[src/bmdi_consts.svh]
// Offsets, field positions and reset values of the diagnostic interrupt block
`ifndef BMDI_CONSTS_SVH
`define BMDI_CONSTS_SVH

`define BMDI_OFS_SUMMARY 4'h8
`define BMDI_OFS_CLASS 4'h9
`define BMDI_OFS_STATE 4'hA
`define BMDI_OFS_MEMORY 4'hB

`define BMDI_B0_GROUP 0
`define BMDI_B0_INT 1
`define BMDI_B0_EXT 2
`define BMDI_B0_MISMATCH 3
`define BMDI_B0_UNDERV 4
`define BMDI_B1_ALWAYS1 4
`define BMDI_B1_IOERR 6
`define BMDI_B2_MISMATCH 0
`define BMDI_B2_OFFLINE 2
`define BMDI_B2_WDOG 3
`define BMDI_B3_EEPROM 2

`define BMDI_CLASS_DEFAULT 4'h5
`define BMDI_RD_IDLE 8'h00

`endif

[src/bmdi_pkg.sv]
// Types shared by the diagnostic interrupt block
`default_nettype none
package bmdi_pkg;
  typedef enum logic [1:0] {
    BMDI_IDLE,
    BMDI_PEND
  } bmdi_irq_state_t;

  typedef struct packed {
    logic mismatch;
    logic underv;
    logic eeprom;
    logic wdog;
  } bmdi_cond_t;
endpackage : bmdi_pkg
`default_nettype wire

[src/bmdi_cond_if.sv]
// Carrier of filtered condition levels between the block's modules
`default_nettype none
interface bmdi_cond_if;
  bmdi_pkg::bmdi_cond_t cond;
  logic changed;
  modport src (output cond, output changed);
  modport dst (input cond, input changed);
endinterface : bmdi_cond_if
`default_nettype wire

[src/bmdi_cond.sv]
// Condition gathering: mode gating of external sources, latched internal faults
`default_nettype none
`include "bmdi_consts.svh"
module bmdi_cond (
  input wire logic i_sys_clk,
  input wire logic i_nrst,
  input wire logic i_protected_mode,
  input wire logic i_host_restart,
  input wire logic i_slave_mismatch,
  input wire logic i_bus_power_fail,
  input wire logic i_eeprom_error,
  input wire logic i_watchdog_fault,
  bmdi_cond_if.src cond_o
);
  logic eeprom_hold;
  logic wdog_hold;
  bmdi_pkg::bmdi_cond_t prev;
  bmdi_pkg::bmdi_cond_t now_c;

  // External sources only count in protected mode
  assign now_c.mismatch = i_protected_mode & i_slave_mismatch;
  assign now_c.underv = i_protected_mode & i_bus_power_fail;
  // Internal faults stick until host restart, so they only leave after a restart
  assign now_c.eeprom = eeprom_hold | i_eeprom_error;
  assign now_c.wdog = wdog_hold | i_watchdog_fault;

  always_ff @(posedge i_sys_clk or negedge i_nrst) begin
    if (!i_nrst) begin
      eeprom_hold <= 1'b0;
      wdog_hold <= 1'b0;
      prev <= '0;
    end else begin
      eeprom_hold <= (eeprom_hold & ~i_host_restart) | i_eeprom_error;
      wdog_hold <= (wdog_hold & ~i_host_restart) | i_watchdog_fault;
      prev <= now_c;
    end
  end

  assign cond_o.cond = now_c;
  assign cond_o.changed = (now_c != prev);
endmodule : bmdi_cond
`default_nettype wire

[src/bmdi_delta.sv]
// Per-slave delta list of missing, wrong or unconfigured slaves
`default_nettype none
module bmdi_delta #(
  parameter int N_SLAVES = 64
) (
  input wire logic i_sys_clk,
  input wire logic i_nrst,
  input wire logic [N_SLAVES-1:0] i_expected,
  input wire logic [N_SLAVES-1:0] i_present,
  output logic [N_SLAVES-1:0] o_delta,
  output logic o_any
);
  // Any difference between expected and found slaves marks an error bit
  always_ff @(posedge i_sys_clk or negedge i_nrst) begin
    if (!i_nrst) begin
      o_delta <= '0;
    end else begin
      o_delta <= i_expected ^ i_present;
    end
  end
  assign o_any = |o_delta;
endmodule : bmdi_delta
`default_nettype wire

[src/bmdi_top.sv]
// Diagnostic interrupt logic of the bus master module
// Operation
// - Protected mode: raise interrupt on every bus configuration change incl. undervoltage.
// - Sources: slave change, bus power fail (protected mode), EEPROM error.
// - Return to error-free raises leaving interrupt, group flag 0; else flag 1.
// - Internal faults always entering; group flag held until host restart.
// - Deferred events give one interrupt later, only if state differs.
// - Same state as last signalled when possible again: no interrupt.
// - External events raise interrupts only in protected mode.
// - Host STOP clears interrupt history and all record error flags; offline and slave I/O error bits stay live.
// - Protected to configuration mode clears external interrupt history.
// - Configuration to protected with configuration error raises interrupt.
// - Deferred mode-change interrupt raised only if error persists.
// - Summary flags: group, internal, external, mismatch, undervoltage; top bits zero.
// - Module class: class code bits 0-3, bit 4 one, bits 5,7 reserved.
// - Module class bit 6: slave I/O error when firmware three or later.
// - State flags: bit0 mismatch, bit3 watchdog; bits 1,4-7 zero.
// - State flags bit 2 set while device offline.
// - Memory flags bit 2 defective EEPROM; other bits zero.
// - Continuous per-slave delta list, one marks error.
`default_nettype none
`include "bmdi_consts.svh"
module bmdi_top #(
  parameter int N_SLAVES = 64,
  parameter logic [3:0] MODULE_CLASS = `BMDI_CLASS_DEFAULT, // Arbitrary value
  parameter bit FW_V3 = 1'b1
) (
  input wire logic i_sys_clk,
  input wire logic i_nrst,
  input wire logic i_protected_mode,
  input wire logic i_host_run,
  input wire logic i_host_restart,
  input wire logic i_host_ack,
  input wire logic i_offline,
  input wire logic i_bus_power_fail,
  input wire logic i_eeprom_error,
  input wire logic i_watchdog_fault,
  input wire logic i_slave_io_error,
  input wire logic [N_SLAVES-1:0] i_expected,
  input wire logic [N_SLAVES-1:0] i_present,
  input wire logic i_rd,
  input wire logic [3:0] i_addr,
  output logic [7:0] o_rdata,
  output logic o_diag_irq,
  output logic [N_SLAVES-1:0] o_delta_list
);
  // ****************************************************************
  // Sources
  // ****************************************************************
  bmdi_cond_if cif();
  logic [N_SLAVES-1:0] delta;
  logic any_mismatch;

  bmdi_delta #(.N_SLAVES(N_SLAVES)) u_delta (
    .i_sys_clk(i_sys_clk),
    .i_nrst(i_nrst),
    .i_expected(i_expected),
    .i_present(i_present),
    .o_delta(delta),
    .o_any(any_mismatch)
  );

  bmdi_cond u_cond (
    .i_sys_clk(i_sys_clk),
    .i_nrst(i_nrst),
    .i_protected_mode(i_protected_mode),
    .i_host_restart(i_host_restart),
    .i_slave_mismatch(any_mismatch),
    .i_bus_power_fail(i_bus_power_fail),
    .i_eeprom_error(i_eeprom_error),
    .i_watchdog_fault(i_watchdog_fault),
    .cond_o(cif)
  );

  // ****************************************************************
  // Interrupt sequencing
  // ****************************************************************
  bmdi_pkg::bmdi_irq_state_t state;
  bmdi_pkg::bmdi_irq_state_t next_state;
  bmdi_pkg::bmdi_cond_t signalled;
  bmdi_pkg::bmdi_cond_t rec;
  logic rec_group;
  logic prot_q;
  logic [7:0] b8;
  logic [7:0] b9;
  logic [7:0] b10;
  logic [7:0] b11;
  logic [7:0] next_rdata;
  logic differs;
  logic ext_differs;
  logic can_raise;
  logic fire;
  logic cond_err;
  logic int_fault;
  logic ext_fault;
  logic to_config;

  assign int_fault = cif.cond.eeprom | cif.cond.wdog;
  assign ext_fault = cif.cond.mismatch | cif.cond.underv;
  assign cond_err = int_fault | ext_fault;
  // Watchdog is only reported, never a source; external bits count only when protected
  assign ext_differs = (cif.cond.mismatch != signalled.mismatch) |
                       (cif.cond.underv != signalled.underv);
  // State compare without watchdog: brief dropouts fold away while deferred
  assign differs = (cif.cond.eeprom != signalled.eeprom) |
                   (i_protected_mode & ext_differs);
  assign can_raise = i_host_run & (state == bmdi_pkg::BMDI_IDLE);
  assign fire = can_raise & differs;
  assign to_config = prot_q & ~i_protected_mode;

  always_comb begin
    next_state = state;
    case (state)
      bmdi_pkg::BMDI_IDLE: begin
        if (fire) begin
          next_state = bmdi_pkg::BMDI_PEND;
        end
      end
      bmdi_pkg::BMDI_PEND: begin
        if (i_host_ack || !i_host_run) begin
          next_state = bmdi_pkg::BMDI_IDLE;
        end
      end
      default: begin
        next_state = bmdi_pkg::BMDI_IDLE;
      end
    endcase
  end

  always_ff @(posedge i_sys_clk or negedge i_nrst) begin
    if (!i_nrst) begin
      state <= bmdi_pkg::BMDI_IDLE;
      prot_q <= 1'b0;
    end else begin
      state <= next_state;
      prot_q <= i_protected_mode;
    end
  end

  // History and record snapshot
  always_ff @(posedge i_sys_clk or negedge i_nrst) begin
    if (!i_nrst) begin
      signalled <= '0;
      rec <= '0;
      rec_group <= 1'b0;
    end else if (!i_host_run) begin
      signalled <= '0;
      rec <= '0;
      rec_group <= 1'b0;
    end else if (fire) begin
      signalled <= cif.cond;
      rec <= cif.cond;
      rec_group <= cond_err;
    end else if (to_config) begin
      signalled.mismatch <= 1'b0;
      signalled.underv <= 1'b0;
    end
  end

  // ****************************************************************
  // Short diagnostic record and outputs
  // ****************************************************************
  assign b8 = {3'b000, rec.underv, rec.mismatch, rec.mismatch | rec.underv,
               rec.eeprom | rec.wdog, rec_group};
  assign b9 = {1'b0, FW_V3 & i_slave_io_error, 1'b0, 1'b1, MODULE_CLASS};
  assign b10 = {4'h0, rec.wdog, i_offline, 1'b0, rec.mismatch};
  assign b11 = {5'h00, rec.eeprom, 2'b00};

  assign next_rdata = !i_rd ? `BMDI_RD_IDLE :
                      (i_addr == `BMDI_OFS_SUMMARY) ? b8 :
                      (i_addr == `BMDI_OFS_CLASS) ? b9 :
                      (i_addr == `BMDI_OFS_STATE) ? b10 :
                      (i_addr == `BMDI_OFS_MEMORY) ? b11 : `BMDI_RD_IDLE;

  always_ff @(posedge i_sys_clk or negedge i_nrst) begin
    if (!i_nrst) begin
      o_rdata <= `BMDI_RD_IDLE;
      o_diag_irq <= 1'b0;
      o_delta_list <= '0;
    end else begin
      o_rdata <= next_rdata;
      o_diag_irq <= (next_state == bmdi_pkg::BMDI_PEND);
      o_delta_list <= delta;
    end
  end

  // ****************************************************************
  // Assertions
  // ****************************************************************
  property p_irq_held;
    @(posedge i_sys_clk) disable iff (!i_nrst)
      (o_diag_irq && !i_host_ack && i_host_run) |=> o_diag_irq;
  endproperty
  a_irq_held: assert property (p_irq_held) else $error("irq dropped before ack");

  property p_fire_irq;
    @(posedge i_sys_clk) disable iff (!i_nrst)
      fire |=> o_diag_irq;
  endproperty
  a_fire_irq: assert property (p_fire_irq) else $error("irq not raised on change");

  property p_no_same;
    @(posedge i_sys_clk) disable iff (!i_nrst)
      (can_raise && !differs) |=> !o_diag_irq;
  endproperty
  a_no_same: assert property (p_no_same) else $error("irq with unchanged state");

  property p_group;
    @(posedge i_sys_clk) disable iff (!i_nrst)
      fire |=> (rec_group == $past(cond_err));
  endproperty
  a_group: assert property (p_group) else $error("group flag wrong");

  property p_stop_clear;
    @(posedge i_sys_clk) disable iff (!i_nrst)
      !i_host_run |=> (rec == '0 && !rec_group && !o_diag_irq);
  endproperty
  a_stop_clear: assert property (p_stop_clear) else $error("history not cleared");

  property p_b8_top;
    @(posedge i_sys_clk) disable iff (!i_nrst)
      (i_rd && i_addr == `BMDI_OFS_SUMMARY) |=> (o_rdata[7:5] == 3'b000);
  endproperty
  a_b8_top: assert property (p_b8_top) else $error("summary flags top bits set");

  property p_b9_one;
    @(posedge i_sys_clk) disable iff (!i_nrst)
      (i_rd && i_addr == `BMDI_OFS_CLASS) |=> (o_rdata[4] && o_rdata[3:0] == MODULE_CLASS);
  endproperty
  a_b9_one: assert property (p_b9_one) else $error("module class wrong");

  property p_b10;
    @(posedge i_sys_clk) disable iff (!i_nrst)
      (i_rd && i_addr == `BMDI_OFS_STATE) |=> (o_rdata[2] == $past(i_offline));
  endproperty
  a_b10: assert property (p_b10) else $error("offline bit wrong");

  property p_cfg_gate;
    @(posedge i_sys_clk) disable iff (!i_nrst)
      !i_protected_mode |-> (!cif.cond.mismatch && !cif.cond.underv);
  endproperty
  a_cfg_gate: assert property (p_cfg_gate) else $error("external source in config mode");

  property p_ext_change;
    @(posedge i_sys_clk) disable iff (!i_nrst)
      (i_protected_mode && can_raise && cif.changed && ext_differs) |=> o_diag_irq;
  endproperty
  a_ext_change: assert property (p_ext_change) else $error("external change not signalled");

  property p_wdog_quiet;
    @(posedge i_sys_clk) disable iff (!i_nrst)
      (can_raise && cif.cond.wdog && !signalled.wdog && !ext_differs &&
       cif.cond.eeprom == signalled.eeprom) |=> !o_diag_irq;
  endproperty
  a_wdog_quiet: assert property (p_wdog_quiet) else $error("watchdog raised irq");

  property p_cfg_quiet;
    @(posedge i_sys_clk) disable iff (!i_nrst)
      (!i_protected_mode && can_raise && cif.cond.eeprom == signalled.eeprom) |=> !o_diag_irq;
  endproperty
  a_cfg_quiet: assert property (p_cfg_quiet) else $error("irq in config mode");

  property p_int_entering;
    @(posedge i_sys_clk) disable iff (!i_nrst)
      (fire && int_fault) |=> rec_group;
  endproperty
  a_int_entering: assert property (p_int_entering) else $error("internal fault not entering");

  property p_to_config;
    @(posedge i_sys_clk) disable iff (!i_nrst)
      to_config |=> (!signalled.mismatch && !signalled.underv);
  endproperty
  a_to_config: assert property (p_to_config) else $error("external history kept");

  property p_cfg_to_prot;
    @(posedge i_sys_clk) disable iff (!i_nrst)
      (i_protected_mode && !prot_q && ext_fault && can_raise) |=> o_diag_irq;
  endproperty
  a_cfg_to_prot: assert property (p_cfg_to_prot) else $error("mode change irq missing");

  property p_b9_io;
    @(posedge i_sys_clk) disable iff (!i_nrst)
      (i_rd && i_addr == `BMDI_OFS_CLASS) |=> (o_rdata[6] == (FW_V3 & $past(i_slave_io_error)));
  endproperty
  a_b9_io: assert property (p_b9_io) else $error("slave io error bit wrong");

  property p_b9_resv;
    @(posedge i_sys_clk) disable iff (!i_nrst)
      (i_rd && i_addr == `BMDI_OFS_CLASS) |=> (!o_rdata[7] && !o_rdata[5]);
  endproperty
  a_b9_resv: assert property (p_b9_resv) else $error("module class reserved bits set");

  property p_b10_zero;
    @(posedge i_sys_clk) disable iff (!i_nrst)
      (i_rd && i_addr == `BMDI_OFS_STATE) |=> (o_rdata[7:4] == 4'h0 && !o_rdata[1]);
  endproperty
  a_b10_zero: assert property (p_b10_zero) else $error("state flags zero bits set");

  property p_b11;
    @(posedge i_sys_clk) disable iff (!i_nrst)
      (i_rd && i_addr == `BMDI_OFS_MEMORY) |=> (o_rdata[7:3] == 5'h00 && o_rdata[1:0] == 2'h0);
  endproperty
  a_b11: assert property (p_b11) else $error("memory flags zero bits set");
endmodule : bmdi_top
`default_nettype wire

[config.mk]
export PLATFORM = sky130hd
export DESIGN_NAME = bmdi_top
export DESIGN_NICKNAME = d
export VERILOG_FILES = /design/src/bmdi_pkg.sv /design/src/bmdi_cond_if.sv /design/src/bmdi_cond.sv /design/src/bmdi_delta.sv /design/src/bmdi_top.sv
export VERILOG_INCLUDE_DIRS = /design/src
export SDC_FILE = /design/constraint.sdc
export NUM_CORES = 1
export LEC_CHECK = 0
export BUFFER_PORTS_ARGS = -buffer_cell sky130_fd_sc_hd__buf_2
export CAP_MARGIN = 20
export CORE_MARGIN = 1.5
export CORE_UTILIZATION = 45
export CTS_CLUSTER_DIAMETER = 40
export DETAILED_ROUTE_END_ITERATION = 10
export PLACE_DENSITY = 0.84
export SYNTH_ARGS = -nofsm -noshare
export SYNTH_HDL_FRONTEND = slang
export SYNTH_SLANG_ARGS = --single-unit
[constraint.sdc]
create_clock -name i_sys_clk -period 2.12 [get_ports i_sys_clk]
set_input_delay 0 -clock i_sys_clk [delete_from_list [all_inputs] [get_ports i_sys_clk]]
set_output_delay 0 -clock i_sys_clk [all_outputs]
set_load 0.02 [all_outputs]
==> results of run 1 <==
[cells by family after synthesis]
logic type | after synthesis | share of synthesized area
mux | 8 | 0.0169
other cells | 1 | 0.000790
compound gates | 8 | 0.0148
xor+xnor | 67 | 0.125
flops | 147 | 0.774
buf+inv | 6 | 0.00632
simple gates | 52 | 0.0616
[metrics by stage]
| stage | setup slack, ps | util |
|---|---|---|
| after detailed placement | -190 | 0.586 |
| after floorplan | 215 | - |
| after global placement | -106 | 0.586 |
[cells in the mapped netlist (2+ instances only)]
master      n  area (µm²)
dfrtp_1   147        3680
xor2_1     64         561
nor4_1     16         100
nor2_1     10        37.5
mux2i_1     8        80.1
nand2_1     8        30.0
nand4_1     4        25.0
nand2b_1    3        18.8
nor3_1      3        15.0
a21o_1      2        15.0
buf_4       2        15.0
clkbuf_1    2        7.51
nand3_1     2        10.0
nor4_2      2        25.0
o21ai_1     2        10.0
xnor2_1     2        17.5
==> metrics.md, run 1 <==
| Metric | Value |
|---|---|
| Mapped Cells | 289 |
| Synth Flop Type | dfrtp_1 |
| RePlAce Congestion | 0.780 |
| Hpwl dp | 7.10 mm |
| Status | aborted with a tool error |
| Post-CTS Repair Setup Buffers | 0 |
| Synth async-reset ratio | 1.00 |
| Num CTS Buffers | 17 |
| Yosys reg bits | 147 |
| Die Y | 106 µm |
| Area after DPL | 6030 µm² |
| Site Rows | 37 |
| Top Ports | 217 |
| Synth unique cells | 28 |
| Post-synthesis sequential area ratio | 0.774 |
| Yosys warns | 0 |
| Avg Cell Area, Syn | 16.4 µm² |
| Initial Util | 0.462 |
| Die width | 106 µm |
| Post-CTS sizing | 6 |
| IO Port Bufs | 214 |
| CTS max path bufs | 2 |
| Clock sink total | 147 |
| EDFF count, synth | 0 |
| Failing step | 4_1_cts |
| Mapped cell area | 4750 µm² |
| H-tree depth | 4 |
| # hold bufs at CTS | 136 |
| CTS root buffer | clkbuf_8 |
| Tool error | [ERROR RSZ-0060] Max buffer count reached. |
| Placed cells | 639 |
==> run 2: changes to the inputs <==
--- a/config.mk
+++ b/config.mk
@@ -9,10 +9,9 @@
 export BUFFER_PORTS_ARGS = -buffer_cell sky130_fd_sc_hd__buf_2
 export CAP_MARGIN = 20
 export CORE_MARGIN = 1.5
-export CORE_UTILIZATION = 45
-export CTS_CLUSTER_DIAMETER = 40
+export CORE_UTILIZATION = 30
 export DETAILED_ROUTE_END_ITERATION = 10
-export PLACE_DENSITY = 0.84
+export PLACE_DENSITY_LB_ADDON = 0.15
 export SYNTH_ARGS = -nofsm -noshare
 export SYNTH_HDL_FRONTEND = slang
 export SYNTH_SLANG_ARGS = --single-unit
==> metrics.md, run 2 <==
| Metric | Value |
|---|---|
| Status | finished, violations left |
| Failing checks | negative setup slack |
| Yosys warns | 0 |
| Final min period | 2140 ps |
| IO Port Bufs | 214 |
| Total wire length | 11.3 mm |
| DRC errors left | 0 |
| Commonest non-fill, non-tap cell in the layout | buf_2 |
| Num CTS Buffers | 17 |
| CP bufs+invs | 1 |
| Post-CTS Repair Setup Buffers | 0 |
| Site Rows | 45 |
| Top cells by count, synth | 147 x dfrtp_1, 64 x xor2_1, 16 x nor4_1 |
| Synth unique cells | 28 |
| Pre-antenna DRT Iters | 4 |
| Leading cell types in the layout, fill and taps excluded | 213 x buf_2, 147 x dfrtp_1, 146 x dlygate4sd3_1, 64 x xor2_1, 17 x clkbuf_16 |
| Max-slew violations | 0 |
| Share of layout cells above drive strength 1 | 0.385 |
| Mapped Cells | 289 |
| Setup crit end kind | register |
| RSZ-0062 raised after global routing | true |
| Top Ports | 217 |
| Setup WS pre-CTS | -251 ps |
| Iter 0 DRT Violations | 99 |
| Largest registers | o_delta_list x64, u_delta.o_delta x64, o_rdata x6 |
| Final non-filler cell area | 8250 µm² |
| Initial Util | 0.310 |
| Synth Flop Type | dfrtp_1 |
| Routed wl met3 | 647 µm |
| Synth async-reset ratio | 1.00 |
| CTS tree | built |
| Final Worst Setup Slack | -22.8 ps |
| Final Hold Violating Endpoints | 0 |
| Worst-path fanout max | 9 |
| Delay-heaviest family, CP | simple AND/OR/NAND/NOR gates |
| Pwr per Cell Area | 864 nW/µm² |
| Die area | 16600 µm² |
| Critical Path Start Type | register |
| Area contributors post-synth | dfrtp_1 77%, xor2_1 12%, nor4_1 2.1%, mux2i_1 1.7%, nor2_1 0.79% |
| Final nets | 815 |
| Reg area | 3680 µm² |
| Critical path arrival | 2470 ps |
| Via-to-Cell Ratio | 4.04 |
| Synthesis-to-finish area growth | 73.8% |
| Final Skew | 7.16 ps |
| Antenna violations before repair | 0 |
| Vias in the first global route | 3921 |
| Static leakage | 4.00 nW |
| Avg Cell Area, Syn | 16.4 µm² |
| Most common cell in the synthesized netlist | dfrtp_1 |
| Crit-path cells | nor4_4, nand4_1, nor4_4, xnor2_2, o31ai_4, buf_12, mux2i_1 |
| GRT overflow | 0 |
| Post-route antenna net violation count | 0 |
| Mapped cell area | 4750 µm² |
| Fmax | 467 MHz |
| Highest Signal Layer | met4 |
| Maximum vdd ir drop | 0.000528 V |
| Synth top area share | 0.774 |
| Critical setup path kind | register to register |
| Diodes inserted | 0 |
| Clock sink total | 147 |
| Die width | 129 µm |
| Met2 wire length | 6.01 mm |
| Area after DPL | 6140 µm² |
| Hpwl dp | 7.56 mm |
| Yosys reg bits | 147 |
| Yosys top cell by area | dfrtp_1 |
| EDFF count, synth | 0 |
| Final core utilization | 0.539 |
| Most Frequent Cell on Critical Path | nor4_4 |
| WP data required | 2450 ps |
| Routed vias | 3613 |
| Die Y | 129 µm |
| Post-synthesis sequential area ratio | 0.774 |
| Global-route wire length before repair | 18.3 mm |
| Final Setup Violations | 6 |
| Total core area | 15300 µm² |
| Clk_lat worst skew | 410 ps |
| Largest net degree at the start of global routing | 83 |
| H-tree depth | 4 |
| Layout fillers | 1352 |
| Worst stage delay on the critical path | 400 ps |
| CTS root buffer | clkbuf_16 |
| M1 WL | 4.32 mm |
| Hold Crit Class | primary input to asynchronous set/reset pin |
| Multi-input gate area | 1110 µm² |
| GRT Total Usage | 0.147 |
| CTS max path bufs | 2 |
| Slowest CP cell | dfrtp_1 |
| Clock transition at path regs | 60 ps |
| Final period utilization | 1.01 |
| WL/cell | 12.6 µm |
| RePlAce Congestion | 0.713 |
| Max-cap viol count | 0 |
run 2: worst paths after layout:
kind / cells past startpoint / slack (ps) / startpoint / endpoint
setup / recovery: 7 / -20 / u_delta.o_delta[12] / b10[0]
max in group asynchronous: 3 / 1360 / i_nrst / state[0]
min in group i_sys_clk: 4 / 30 / i_rd / o_rdata[4]
hold / removal: 2 / 30 / i_nrst / u_delta.o_delta[50]
setup reg to reg: 7 / -20 / u_delta.o_delta[12] / b10[0]
hold reg to reg: 0 / 370 / u_delta.o_delta[21] / o_delta_list[21]
run 2: cell families after synthesis:
| family | after synthesis | share of synthesized area |
|---|---|---|
| and+or+nand+nor | 52 | 0.0616 |
| DFF | 147 | 0.774 |
| other | 1 | 0.000790 |
| muxes | 8 | 0.0169 |
| xor gates and xnor gates | 67 | 0.125 |
| AOI/OAI and AO/OA | 8 | 0.0148 |
| buffers and inverters | 6 | 0.00632 |
run 2: layout make-up:
type                    count  share of cell area
multi-input cells         138               0.135
clock buffers              20              0.0553
clock inverters            12              0.0159
repair buffers            366               0.316
well taps                 211              0.0320
inverters                   1            0.000455
flip-flops and latches    147               0.446
run 2: layer usage:
layer | up-vias | global-route usage
met3 | 20 | 0.0420
met4 | 0 | 0.0720
li1 | 1721 | -
met5 | - | 0
met2 | 127 | 0.263
met1 | 1745 | 0.159
run 2: stage by stage:
step,power (mW),hold WS (ps),setup TNS [ps],instances
floorplan,3.54,-296,0,291
global placement,3.96,-99.1,-1200,717
detailed placement,3.98,-98.8,-1970,717
CTS,7.22,7.25,-159,895
global route,7.47,42.6,-1260,895
finish,7.13,29.1,-42.3,895
run 2: what timing repair did:
action                                 4_1_cts  5_1_grt
pin swaps                                    3        3
hold buffers                               146        0
endpoints found under the hold margin      229        0
gates resized for setup                      7        2
setup endpoints to repair                    9        9
run 2: power breakdown:
group	total [mW]	leakage [nW]	internal, mW	switching (mW)
Clock	2.91	0.278	1.79	1.12
Sequential	3.20	1.74	3.08	0.126
Combinational	1.01	1.98	0.537	0.478
Total	7.13	4.00	5.41	1.72
No activity file was read; power rests on OpenSTA's default activity.
==> run 3: changes to the inputs <==
--- a/config.mk
+++ b/config.mk
@@ -14,4 +14,5 @@
 export PLACE_DENSITY_LB_ADDON = 0.15
 export SYNTH_ARGS = -nofsm -noshare
 export SYNTH_HDL_FRONTEND = slang
+export SYNTH_HIERARCHICAL = 1
 export SYNTH_SLANG_ARGS = --single-unit
==> metrics.md, run 3 <==
| Metric | Value |
|---|---|
| Status | finished, violations left |
| Failing checks | negative setup slack |
| Comb pwr share | 0.145 |
| Final core utilization | 0.537 |
| Top Ports | 217 |
| Site Rows | 45 |
| Setup WS pre-CTS | -627 ps |
| Post-route antenna net violation count | 0 |
| Clk_lat worst skew | 410 ps |
| Worst-path fanout max | 6 |
| Num CTS Buffers | 17 |
| Die width | 129 µm |
| Final Setup Violations | 8 |
| Total wire length | 11.4 mm |
| Static leakage | 3.99 nW |
| Die Y | 129 µm |
| Iter 0 DRT Violations | 55 |
| Critical path arrival | 2780 ps |
| Sw Ratio | 0.230 |
| Internal power | 5.44 mW |
| Final Hold Violating Endpoints | 0 |
| Pwr per Cell Area | 855 nW/µm² |
| Psw | 1.62 mW |
| Tot Pwr | 7.06 mW |
| Slowest CP cell | or4_4 |
| Initial Util | 0.311 |
| WL/cell | 12.7 µm |
| IO Port Bufs | 214 |
| Hold Crit Class | primary input to register |
| Total core area | 15400 µm² |
| Hpwl dp | 7.79 mm |
| CTS max path bufs | 2 |
| Mapped cell area | 4770 µm² |
| CTS tree | built |
| Final nets | 822 |
| Diodes inserted | 0 |
| Final min period | 2450 ps |
| Sequential Power Share | 0.452 |
| Max-slew violations | 0 |
| Commonest non-fill, non-tap cell in the layout | buf_2 |
| Critical setup path kind | register to register |
| Die area | 16700 µm² |
| Largest registers | o_delta_list x64, u_delta/o_delta x64, o_rdata x6 |
| Multi-input gate area | 1130 µm² |
| Hold Slack | 51.0 ps |
| Vias in the first global route | 3932 |
| Global-route wire length before repair | 18.5 mm |
| Placed cells | 723 |
| Share of layout cells above drive strength 1 | 0.383 |
| Final period utilization | 1.16 |
| GRT Total Usage | 0.149 |
| GRT overflow | 0 |
| Mapped Cells | 294 |
| Fin cells | 898 |
| Clock sink total | 147 |
| Maximum vdd ir drop | 0.000568 V |
| Clk pwr share | 0.403 |
| Area after DPL | 6160 µm² |
| WP data required | 2450 ps |
| Final Skew | 5.42 ps |
| Final Worst Setup Slack | -331 ps |
| Leading cell types in the layout, fill and taps excluded | 213 x buf_2, 147 x dfrtp_1, 145 x dlygate4sd3_1, 65 x xor2_1, 17 x clkbuf_16 |
| CP bufs+invs | 1 |
| Yosys warns | 6 |
| Max-cap viol count | 0 |
| Antenna violations before repair | 0 |
| Reg area | 3680 µm² |
| RSZ-0062 raised after global routing | true |
| Setup TNS | -2440 ps |
| Routed vias | 3605 |
| RePlAce Congestion | 0.718 |
| Critical Path Start Type | register |
| Setup crit end kind | register |
| Avg Cell Area, Syn | 16.2 µm² |
| DRC errors left | 0 |
| Worst stage delay on the critical path | 520 ps |
| Delay-heaviest family, CP | simple AND/OR/NAND/NOR gates |
| Crit-path cells | nor4_2, buf_4, nand4_1, or4_4, and2_4, xor2_2, o21ai_2, a21boi_4, mux2i_1 |
| H-tree depth | 4 |
| Synthesis-to-finish area growth | 72.9% |
| CTS root buffer | clkbuf_16 |
| Via-to-Cell Ratio | 4.01 |
| Final non-filler cell area | 8250 µm² |
| Layout fillers | 1315 |
| Fmax | 408 MHz |
| Pre-antenna DRT Iters | 4 |
| Clock transition at path regs | 50 ps |
| Largest net degree at the start of global routing | 54 |
run 3: routing by layer:
metal	global-route usage	vias up	wire length, µm
met3	0.0656	15	1060
met1	0.159	1697	4390
met5	0	-	0
li1	-	1736	-
met2	0.260	157	5780
met4	0.0562	0	187
run 3: path summary, 6_finish.rpt:
path / start / to / slack (ps) / depth (start not counted)
worst max-delay path: u_delta/o_delta[44] / signalled[3] / -330 / 9
min in group asynchronous: i_nrst / o_delta_list[13] / 70 / 2
worst min register to register: u_delta/o_delta[0] / o_delta_list[0] / 360 / 0
worst min-delay path: i_addr[3] / o_rdata[4] / 50 / 4
max in group asynchronous: i_nrst / o_delta_list[41] / 1340 / 3
worst max register to register: u_delta/o_delta[44] / signalled[3] / -330 / 9
run 3: area by class of cell:
class	count	area share
Clock buffer	23	0.0591
Clock inverter	5	0.00940
Inverter	2	0.000910
Multi-Input combinational cell	142	0.137
Sequential cell	147	0.446
Tap cell	211	0.0320
Timing Repair Buffer	368	0.316
run 3: worst register-to-register path, delay by kind of cell, from the launching register on:
kind	cells	cell delay (ps)
compound gates	2	370
xor+xnor	1	130
buf+inv	1	150
flops	1	380
mux	1	240
simple gates	4	1100
run 3: power by group through the flow:
stage / logic [mW] / clock network (mW) / registers [mW]
after floorplan: 0.153 / 0 / 3.38
after global placement: 0.735 / 0 / 3.23
after detailed placement: 0.737 / 0 / 3.23
after CTS: 1.03 / 2.93 / 3.20
after global routing: 1.11 / 3.06 / 3.23
final: 1.02 / 2.85 / 3.19
run 3: timing repair:
action / in CTS / in global routing
setup endpoints to repair: 8 / 8
hold endpoints to repair: 229 / 0
gates resized for setup: 9 / 0
hold buffers: 145 / 0
pin swaps: 7 / 5
buffers inserted: 2 / 0
==> run 4: changes to the inputs <==
--- a/config.mk
+++ b/config.mk
@@ -6,6 +6,7 @@
 export SDC_FILE = /design/constraint.sdc
 export NUM_CORES = 1
 export LEC_CHECK = 0
+export ABC_AREA = 1
 export BUFFER_PORTS_ARGS = -buffer_cell sky130_fd_sc_hd__buf_2
 export CAP_MARGIN = 20
 export CORE_MARGIN = 1.5
==> metrics.md, run 4 <==
| Metric | Value |
|---|---|
| Status | finished clean |
| CTS max path bufs | 2 |
| Final Setup Violations | 0 |
| Largest net degree at the start of global routing | 66 |
| Slowest CP cell | dlygate4sd3_1 |
| Critical path arrival | 2320 ps |
| H-tree depth | 4 |
| WP data required | 2470 ps |
| Setup crit end kind | register |
| Max-cap viol count | 0 |
| Synthesis-to-finish area growth | 71.4% |
| Share of layout cells above drive strength 1 | 0.348 |
| Fmax | 506 MHz |
| DRC errors left | 0 |
| WL/cell | 11.7 µm |
| Final period utilization | 0.933 |
| Via-to-Cell Ratio | 3.89 |
| Final min period | 1980 ps |
| IO Port Bufs | 214 |
| Post-CTS Repair Setup Buffers | 0 |
| Static leakage | 4.11 nW |
| Mapped cell area | 4900 µm² |
| Critical Path Start Type | primary input |
| Pre-antenna DRT Iters | 6 |
| GRT Total Usage | 0.138 |
| Hpwl dp | 7.60 mm |
| Die area | 17100 µm² |
| Hold Crit Class | primary input to register |
| Clock transition at path regs | 60 ps |
| Initial Util | 0.308 |
| Antenna violations before repair | 0 |
| Vias in the first global route | 3839 |
| Max-slew violations | 0 |
| Maximum vdd ir drop | 0.000523 V |
| Delay-heaviest family, CP | buffers and inverters |
| Commonest non-fill, non-tap cell in the layout | buf_2 |
| RSZ-0062 raised after global routing | false |
| Yosys warns | 6 |
| Num CTS Buffers | 17 |
| Clk_lat worst skew | 410 ps |
| Crit-path cells | dlygate4sd3_1, buf_2, nor2_2, inv_1, nor2_2, dlygate4sd3_1, inv_2, nor3_1, dlygate4sd3_1 |
| Mapped Cells | 358 |
| Post-route antenna net violation count | 0 |
| CTS root buffer | clkbuf_16 |
| Most Frequent Cell on Critical Path | dlygate4sd3_1 |
| Layout fillers | 1429 |
| Tot Pwr | 7.28 mW |
| Critical setup path kind | primary input to register |
| Final core utilization | 0.528 |
| Relative slew slack | 0.591 |
| CP bufs+invs | 6 |
| Reg area | 3680 µm² |
| Site Rows | 46 |
| Final nets | 886 |
| Leading cell types in the layout, fill and taps excluded | 213 x buf_2, 149 x dlygate4sd3_1, 147 x dfrtp_1, 64 x xor2_1, 45 x nor2_1 |
| Pwr per Cell Area | 867 nW/µm² |
| Die Y | 131 µm |
| GRT overflow | 0 |
| RePlAce Congestion | 0.757 |
| Routed vias | 3773 |
| Worst-Margin Slew | 613 ps |
| CTS tree | built |
| Final Hold Violating Endpoints | 0 |
| Setup TNS | 0 ps |
| Worst-path fanout max | 4 |
| Final Skew | 8.98 ps |
| Diodes inserted | 0 |
| Largest registers | o_delta_list x64, u_delta/o_delta x64, o_rdata x6 |
| Global-route wire length before repair | 17.6 mm |
| Avg Cell Area, Syn | 13.7 µm² |
| Iter 0 DRT Violations | 108 |
| Total core area | 15900 µm² |
| Multi-input gate area | 1130 µm² |
| Top Ports | 217 |
| Worst stage delay on the critical path | 580 ps |
| Clock sink total | 147 |
| Die width | 131 µm |
| Total wire length | 11.4 mm |
run 4: routing by layer:
metal | up-vias | part of all wire | track usage
li1 | 1880 | - | -
met1 | 1742 | 0.42 | 0.161
met2 | 137 | 0.50 | 0.233
met3 | 14 | 0.065 | 0.0428
met4 | 0 | 0.020 | 0.0659
met5 | - | 0 | 0
run 4: layout make-up:
class | count | share of cell area
flip-flops and latches | 147 | 0.438
repair buffers | 365 | 0.311
multi-input cells | 188 | 0.134
clock buffers | 18 | 0.0523
well taps | 216 | 0.0322
clock inverters | 14 | 0.0213
inverters | 23 | 0.0106
run 4: through the flow:
step / cell area, µm² / worst slack [ps] / cells / hold slack (ps)
2_1_floorplan: 4900 / 565 / 360 / -296
3_3_place_gp: 6280 / 190 / 790 / 33.4
3_5_place_dp: 6280 / 205 / 790 / 36.3
4_1_cts: 8390 / 185 / 971 / 42.9
5_1_grt: 8390 / 1.36 / 971 / 74.9
6_report: 8390 / 143 / 971 / 74.0
run 4: path summary, 6_finish.rpt:
path,from,to,slack (ps),cells past startpoint
max in group asynchronous,i_nrst,u_delta/o_delta[44],1290,3
worst max-delay path,i_addr[2],o_rdata[6],140,9
worst max register to register,u_delta/o_delta[39],b10[0],270,18
min in group asynchronous,i_nrst,o_delta_list[62],150,2
worst min register to register,u_delta/o_delta[58],o_delta_list[58],370,0
worst min-delay path,i_offline,o_rdata[2],70,5
run 4: timing repair:
action | in CTS | in global routing
endpoints found under the hold margin | 145 | 0
hold buffers | 149 | 0
gates resized for setup | 0 | 2
endpoints found under the setup margin | 0 | 5
run 4: where the power goes:
part / leakage (nW) / total (mW) / switching, mW / internal, mW
clock: 0.293 / 3.06 / 1.16 / 1.89
sequential: 1.74 / 3.18 / 0.103 / 3.08
combinational: 2.08 / 1.04 / 0.507 / 0.535
run 4: tightest hold or removal path: cells and delay by family:
kind            cells  cell delay, ps
compound gates      2             270
buf+inv             2             130
simple gates        1              50
